$ cat config.mk
export PLATFORM = sky130hd
export DESIGN_NAME = rectifier_alarm_led_encoder
export DESIGN_NICKNAME = d
export VERILOG_FILES = /design/src/rectifier_alarm_led_encoder.v
export VERILOG_INCLUDE_DIRS = /design/src /design/src/common
export SDC_FILE = /design/constraint.sdc
export NUM_CORES = 1
export LEC_CHECK = 0
export BUFFER_PORTS_ARGS = -buffer_cell sky130_fd_sc_hd__buf_4
export CAP_MARGIN = 20
export CORE_ASPECT_RATIO = 0.5
export CORE_UTILIZATION = 30
export CTS_CLUSTER_DIAMETER = 40
export CTS_CLUSTER_SIZE = 14
export DETAILED_ROUTE_END_ITERATION = 7
export SETUP_SLACK_MARGIN = 0.4
export SLEW_MARGIN = 20
export SYNTH_ARGS = -nofsm -noshare
export SYNTH_HDL_FRONTEND = slang
export SYNTH_SLANG_ARGS = --single-unit
$ cat constraint.sdc
create_clock -name sys_clk_in -period 4 [get_ports sys_clk_in]
set_input_delay 0.6 -clock sys_clk_in [delete_from_list [all_inputs] [get_ports sys_clk_in]]
set_output_delay 0.6 -clock sys_clk_in [all_outputs]
set_load 0.005 [all_outputs]
$ cat src/common/alarm_encoder_defines.vh
`ifndef ALARM_ENCODER_DEFINES_VH
`define ALARM_ENCODER_DEFINES_VH

// ****************************************
// Register offsets
// ****************************************
`define REG_COND     4'h0
`define REG_CTRL     4'h1
`define REG_STATUS   4'h2
`define REG_IRQ      4'h3
`define REG_MASK     4'h4

// ****************************************
// Condition bit positions
// ****************************************
`define C_THERM_ALARM 0
`define C_THERM_SHUT  1
`define C_FAN_FAIL    2
`define C_FUSE_BLOWN  3
`define C_IN_LIMITS   4
`define C_IN_ABSENT   5
`define C_BOOST_FAIL  6
`define C_OV_LATCH    7
`define C_OVER_CURR   8
`define C_INT_FAULT   9
`define C_SERVICE     10
`define C_COMM_FAIL   11
`define C_BOOST_DECAY 12
`define C_HIGH_RATING 13
`define C_ALERT0      14
`define C_ALERT1      15

// ****************************************
// Reset values and timing
// ****************************************
`define COND_RESET    16'h0000
`define CTRL_RESET    2'h0
`define MASK_RESET    8'h00
`define BLINK_HALF_NS 250000000
`define CLK_PERIOD_NS 4
`define BLINK_HALF_CYC (`BLINK_HALF_NS / `CLK_PERIOD_NS)
`define PFW_LEAD_MS   5

`endif

$ cat src/rectifier_alarm_led_encoder.v
// Strobed register access and the register offsets are this design's own decisions.
`timescale 1ns/1ns
`include "alarm_encoder_defines.vh"

module rectifier_alarm_led_encoder #(
  parameter integer BLINK_HALF = `BLINK_HALF_CYC
)(
  // Clock and reset
  input  wire        sys_clk_in,
  input  wire        rst_n_in,
  // Register port
  input  wire [3:0]  addr_in,
  input  wire [15:0] wdata_in,
  input  wire        wr_in,
  input  wire        rd_in,
  output reg  [15:0] rdata_out,
  // Control pins from the controller side
  input  wire        enable_n_in,
  input  wire        hotplug_n_in,
  input  wire        protocol_open_in,
  // Lamps
  output reg         input_ok_lamp_out,
  output reg         output_ok_lamp_out,
  output reg         service_lamp_out,
  output reg         fault_lamp_out,
  // Open-drain alarm lines: oe low means pulling the line low
  output reg         fault_oe_n_out,
  output reg         over_temp_warning_oe_n_out,
  output reg         power_fail_warning_oe_n_out,
  output reg         power_cap_oe_n_out,
  output reg         module_present_flag_oe_n_out,
  output reg         alert0_oe_n_out,
  output reg         alert1_oe_n_out,
  // Main output control and status
  output reg         main_output_on_out,
  output reg         rs485_mode_out,
  output reg         irq_out
);

  // ****************************************
  // Pin synchronisers
  // ****************************************
  reg [2:0] en_sync;
  reg [2:0] hp_sync;
  reg [2:0] pr_sync;
  reg       en_n;
  reg       hp_n;
  reg       pr_open;

  // Three stages; a change counts once stages two and three agree
  always @(posedge sys_clk_in or negedge rst_n_in)
  begin
    if (!rst_n_in)
    begin
      en_sync <= 3'h7;
      hp_sync <= 3'h7;
      pr_sync <= 3'h7;
      en_n    <= 1'b1;
      hp_n    <= 1'b1;
      pr_open <= 1'b1;
    end
    else
    begin
      en_sync <= {en_sync[1:0], enable_n_in};
      hp_sync <= {hp_sync[1:0], hotplug_n_in};
      pr_sync <= {pr_sync[1:0], protocol_open_in};
      if (en_sync[1] == en_sync[2])
        en_n <= en_sync[2];
      if (hp_sync[1] == hp_sync[2])
        hp_n <= hp_sync[2];
      if (pr_sync[1] == pr_sync[2])
        pr_open <= pr_sync[2];
    end
  end

  // ****************************************
  // Registers
  // ****************************************
  reg [15:0] cond;
  reg [1:0]  ctrl;
  reg [7:0]  irq_stat;
  reg [7:0]  irq_mask;
  reg [7:0]  ev_prev;
  reg        blink;                              // Blink phase, driven below
  wire [7:0] ev_now;
  wire [7:0] ev_rise;
  wire       rs485;

  assign rs485 = ~pr_open;

  // Events: thermal alarm and shutdown, fan, boost, OV latch (not fuse blown), internal fault, comm fail, output drop
  assign ev_now = {~main_output_on_out, cond[`C_COMM_FAIL], cond[`C_INT_FAULT],
                   cond[`C_OV_LATCH], cond[`C_BOOST_FAIL], cond[`C_FAN_FAIL],
                   cond[`C_THERM_SHUT], cond[`C_THERM_ALARM]};
  assign ev_rise = ev_now & ~ev_prev;

  // Writes, sticky status with set winning over clear
  always @(posedge sys_clk_in or negedge rst_n_in)
  begin
    if (!rst_n_in)
    begin
      cond     <= `COND_RESET;
      ctrl     <= `CTRL_RESET;
      irq_stat <= 8'h00;
      irq_mask <= `MASK_RESET;
      ev_prev  <= 8'h80;                         // Output starts off: no false event
    end
    else
    begin
      ev_prev <= ev_now;
      if (wr_in && addr_in == `REG_COND)
        cond <= wdata_in;
      if (wr_in && addr_in == `REG_CTRL)
        ctrl <= wdata_in[1:0];
      if (wr_in && addr_in == `REG_MASK)
        irq_mask <= wdata_in[7:0];
      if (wr_in && addr_in == `REG_IRQ)
        irq_stat <= (irq_stat & ~wdata_in[7:0]) | ev_rise;
      else
        irq_stat <= irq_stat | ev_rise;
    end
  end

  // Read data one cycle after the strobe, zero otherwise
  always @(posedge sys_clk_in or negedge rst_n_in)
  begin
    if (!rst_n_in)
      rdata_out <= 16'h0000;
    else if (rd_in)
    begin
      case (addr_in)
        `REG_COND:   rdata_out <= cond;
        `REG_CTRL:   rdata_out <= {14'h0000, ctrl};
        `REG_STATUS: rdata_out <= {11'h000, rs485, ~hp_n, ~en_n,
                                   main_output_on_out, blink};
        `REG_IRQ:    rdata_out <= {8'h00, irq_stat};
        `REG_MASK:   rdata_out <= {8'h00, irq_mask};
        default:     rdata_out <= 16'h0000;
      endcase
    end
    else
      rdata_out <= 16'h0000;
  end

  // ****************************************
  // Blink generator
  // ****************************************
  reg [31:0] blink_cnt;

  // Toggle every half period for an even duty cycle
  always @(posedge sys_clk_in or negedge rst_n_in)
  begin
    if (!rst_n_in)
    begin
      blink_cnt <= 32'h00000000;
      blink     <= 1'b0;
    end
    else if (blink_cnt >= BLINK_HALF - 1)
    begin
      blink_cnt <= 32'h00000000;
      blink     <= ~blink;
    end
    else
      blink_cnt <= blink_cnt + 32'h00000001;
  end

  // ****************************************
  // Condition encoder
  // ****************************************
  reg  next_in_ok;
  reg  next_out_ok;
  reg  next_service;
  reg  next_fault_lamp;
  reg  next_fault;
  reg  next_otw;
  reg  next_pfw;
  reg  next_on;
  wire shutdown;
  wire standby;

  // Shutdown class dominates everything below it
  assign shutdown = cond[`C_THERM_SHUT] | cond[`C_FAN_FAIL] | cond[`C_FUSE_BLOWN] |
                    cond[`C_BOOST_FAIL] | cond[`C_OV_LATCH];
  // Standby via host control bit, enable pin outside RS-485 mode, or hot-plug pin
  assign standby  = ctrl[0] | hp_n | (~rs485 & en_n);

  // Lamps and alarm levels (1 = line high) by severity
  always @*
  begin
    next_in_ok      = 1'b1;
    next_out_ok     = 1'b1;
    next_service    = 1'b0;
    next_fault_lamp = 1'b0;
    next_fault      = 1'b1;
    next_otw        = 1'b1;
    next_pfw        = ~cond[`C_BOOST_DECAY];
    next_on         = ~hp_n & (rs485 | ~en_n) & ~ctrl[0];
    if (cond[`C_SERVICE] && !rs485)
      next_service = blink;
    if (cond[`C_COMM_FAIL] && rs485)
      next_fault_lamp = blink;
    if (cond[`C_INT_FAULT])
    begin
      next_fault_lamp = 1'b1;
      next_fault      = 1'b0;
    end
    if (cond[`C_OVER_CURR])
    begin
      next_out_ok = blink;
      next_pfw    = 1'b0;
    end
    if (standby)
    begin
      next_out_ok = 1'b0;
      next_pfw    = 1'b0;
    end
    if (cond[`C_THERM_ALARM])
    begin
      next_service = 1'b1;
      next_otw     = 1'b0;
    end
    if (shutdown)
    begin
      next_out_ok     = 1'b0;
      next_fault_lamp = 1'b1;
      next_fault      = 1'b0;
      next_pfw        = 1'b0;
      next_on         = 1'b0;
    end
    if (cond[`C_THERM_SHUT])
    begin
      next_service = 1'b1;
      next_otw     = 1'b0;
    end
    if (cond[`C_IN_LIMITS] && !shutdown)
    begin
      next_in_ok  = blink;
      next_out_ok = 1'b0;
      next_service = 1'b0;
      next_fault_lamp = 1'b0;
    end
    if (cond[`C_IN_ABSENT])
    begin
      next_in_ok      = 1'b0;
      next_out_ok     = 1'b0;
      next_service    = 1'b0;
      next_fault_lamp = 1'b0;
      next_pfw        = 1'b0;
      next_on         = 1'b0;
    end
  end

  // Registered outputs; open-drain enables are active low
  always @(posedge sys_clk_in or negedge rst_n_in)
  begin
    if (!rst_n_in)
    begin
      input_ok_lamp_out            <= 1'b0;
      output_ok_lamp_out           <= 1'b0;
      service_lamp_out             <= 1'b0;
      fault_lamp_out               <= 1'b0;
      fault_oe_n_out               <= 1'b1;
      over_temp_warning_oe_n_out   <= 1'b1;
      power_fail_warning_oe_n_out  <= 1'b1;
      power_cap_oe_n_out           <= 1'b1;
      module_present_flag_oe_n_out <= 1'b0;
      alert0_oe_n_out              <= 1'b1;
      alert1_oe_n_out              <= 1'b1;
      main_output_on_out           <= 1'b0;
      rs485_mode_out               <= 1'b0;
      irq_out                      <= 1'b0;
    end
    else
    begin
      input_ok_lamp_out            <= next_in_ok;
      output_ok_lamp_out           <= next_out_ok;
      service_lamp_out             <= next_service;
      fault_lamp_out               <= next_fault_lamp;
      fault_oe_n_out               <= next_fault;
      over_temp_warning_oe_n_out   <= next_otw;
      power_fail_warning_oe_n_out  <= next_pfw;
      power_cap_oe_n_out           <= cond[`C_HIGH_RATING];
      module_present_flag_oe_n_out <= 1'b0;
      alert0_oe_n_out              <= ~(cond[`C_ALERT0] & ~rs485);
      alert1_oe_n_out              <= ~(cond[`C_ALERT1] & ~rs485);
      main_output_on_out           <= next_on;
      rs485_mode_out               <= rs485;
      irq_out                      <= |(irq_stat & irq_mask);
    end
  end

endmodule

==> impl_metrics.toml <==
[synth]
yosysMostFrequentCell = "dfrtp_1"
async_reset_ff_share_pct = 100
synth_edf_count = 0
syn_area_mm2 = 0.00464
synth_area_leaders = "dfrtp_1 (52%), dfstp_2 (11%), mux2_2 (7.3%), nor2_1 (3.2%), xor2_1 (2.6%)"
yosysTopAreaCell = "dfrtp_1"
yosysUniqueCellTypes = 47
synth_cells = 366
syn_area_per_cell_um2 = 12.7
synth_top_area_share_pct = 52.4
ys_ff_latch = 116
yosysSeqAreaShare_pct = 63.1
yosysWarnings = 0
synth_ff_type = "dfrtp_1"
synth_common_cells = "dfrtp_1 (97), nor2_1 (39), mux2_2 (30)"

[cells_and_area]
n_fill_cell = 1391
area_delta_synth_final_pct = 26.7
regArea_mm2 = 0.00293
layout-drive-gt1-share_pct = 31.3
stdcell_count = 648
design.final.nets = 465
multi_input_area_mm2 = 0.00160
final_util_pct = 39.7
antenna_cells = 0

[clock_network]
h-tree-depth = 4
clk_pin_slew_ps = 50
cts_tree = "yes"
cts_buffer_depth = 2
clk_latency_ps = 410
cts_setup_buffers = 0
numCtsBuffers = 17
root_buffer = "clkbuf_16"
clkSinkCount = 116
hold_buffers = 0
cts_resized = 0

[die]
io_pins = 57
die_h_um = 89.9
die_x_um = 178
core_area_mm2 = 0.0148
fp-row-count = 31
initial_core_util_pct = 31.4
die-area_mm2 = 0.0160

[critical_path]
r2r_slack_ps = 1870
startpoint_type = "flip-flop"
critical_path_class = "reg -> reg"
arrival_ps = 2380
crit_required_ps = 4250
cp-end-kind = "flip-flop"
cp_max_fo = 26

[run_status]
run_status = "finished, final reports clean"

[grt]
overflow = 0
grt_max_degree = 62
grt_pass1_vias = 2971
grt_use_total_pct = 13.2
antenna_found_initial = 0
grt_pass1_wl_mm = 15.9

[timing]
relSlewSlack_pct = 41.2
finalSetupViolCount = 0
min_period_ps = 2130
max_freq_mhz = 468
final-hold-violation-count = 0
drv_slew = 0
fin_setup_tns_ps = 0
holdWs_ps = 252
rsz0062_at_grt = "no"
timing.final.crit_share_pct = 53.4
clock-skew-final_ps = 9.31
worst-slew-pin-transition_ps = 882

[route]
drc_errors = 0
via_per_inst = 4.61
wl_per_cell_um = 15.1
wirelength_mm = 9.80
via_count = 2985
dr.pass1.iters = 4
antenna_left = 0
drtIter0Drc = 238

[min_path]
holdCritPathClass = "in -> async"

[placed_design]
dp_hpwl_mm = 6.56
place_congestion = 0.796
dp_cells = 616
port_buffers = 55

[power]
power_mw = 3.25
total_leakage_power_nw = 2.61
ir_drop_uv = 255
p_per_area_mw_per_mm2 = 553

[flow_run]
cap_violations = 0
-- placed cells by master (no fill, tap or decap), types with 3 or more instances in the layout --
cell type and n:
a22o_1 10, a22oi_1 10, and2_1 9, and3_1 4
buf_4 55, bufinv_16 3, clkbuf_1 4, clkbuf_16 17
clkbuf_8 3, conb_1 7, dfrtp_1 97, dfstp_2 19
inv_1 16, maj3_1 3, mux2_2 30, mux2i_1 4
nand2_1 25, nand3_1 11, nand4_1 8, nor2_1 39
nor2b_1 4, nor3_1 9, o21ai_0 4, xnor2_1 10
xor2_1 14
-- metrics by stage --
stage | cell area (um2) | worst slack [ps]
2_1_floorplan | 4660 | 2230
3_3_place_gp | 5270 | 1830
3_5_place_dp | 5270 | 1810
4_1_cts | 5870 | 1820
5_1_grt | 5870 | 1710
6_report | 5870 | 1870
-- worst max-delay path, cell delays in order, from the launching register on --
cell and delay, ps:
dfrtp_1 410, and3_1 240, nor2_1 50, o311ai_0 420, a21o_1 720, nor2_1 130
-- path summary, 6_finish.rpt --
check | start | cells past startpoint | end
min in group sys_clk_in | protocol_open_in | 1 | pr_sync[0]
worst max-delay path | blink_cnt[19] | 5 | blink_cnt[21]
worst max register to register | blink_cnt[19] | 5 | blink_cnt[21]
max in group asynchronous | rst_n_in | 2 | hp_n
worst min register to register | en_sync[0] | 0 | en_sync[1]
worst min-delay path | rst_n_in | 1 | cond[14]
-- area by class of cell --
type                            count  area share, %
Clock buffer                       24           8.20
Multi-Input combinational cell    230           27.2
Timing Repair Buffer               56           7.37
Inverter                           16           1.02
Clock inverter                      8           2.11
Sequential cell                   116           49.8
Tap cell                          198           4.22
-- routing by layer --
| layer | track usage (%) | vias to the layer above | wire length [um] |
|---|---|---|---|
| li1 | - | 1414 | - |
| met1 | 18.5 | 1511 | 4800 |
| met2 | 18.9 | 49 | 4530 |
| met3 | 3.98 | 11 | 332 |
| met4 | 5.20 | 0 | 133 |
| met5 | 0 | - | 0 |
-- sequential cells by signal, indices dropped and copies added (netlist names), 2 cells and up --
name       flops
blink_cnt     32
ev_prev        8
en_sync        3
cond          16
rdata_out     16
irq_stat       8
pr_sync        3
hp_sync        3
irq_mask       8
ctrl           2
-- where the power goes --
group | internal (mW) | total [mW] | switching, mW
clock | 1.03 | 1.55 | 0.518
sequential | 1.32 | 1.43 | 0.107
combinational | 0.151 | 0.271 | 0.121
-- kinds of logic after synthesis --
| family | after synthesis | share of synthesized area, % |
|---|---|---|
| AO/OA/AOI/OAI | 36 | 5.99 |
| XOR/XNOR | 24 | 4.53 |
| adder cells (fa/ha/maj) | 4 | 0.918 |
| buffers and inverters | 26 | 2.83 |
| flip-flops | 116 | 63.1 |
| multiplexers | 34 | 8.15 |
| other | 1 | 0.0809 |
| AND/OR/NAND/NOR | 125 | 14.4 |
No activity file was read; power rests on OpenSTA's default activity.
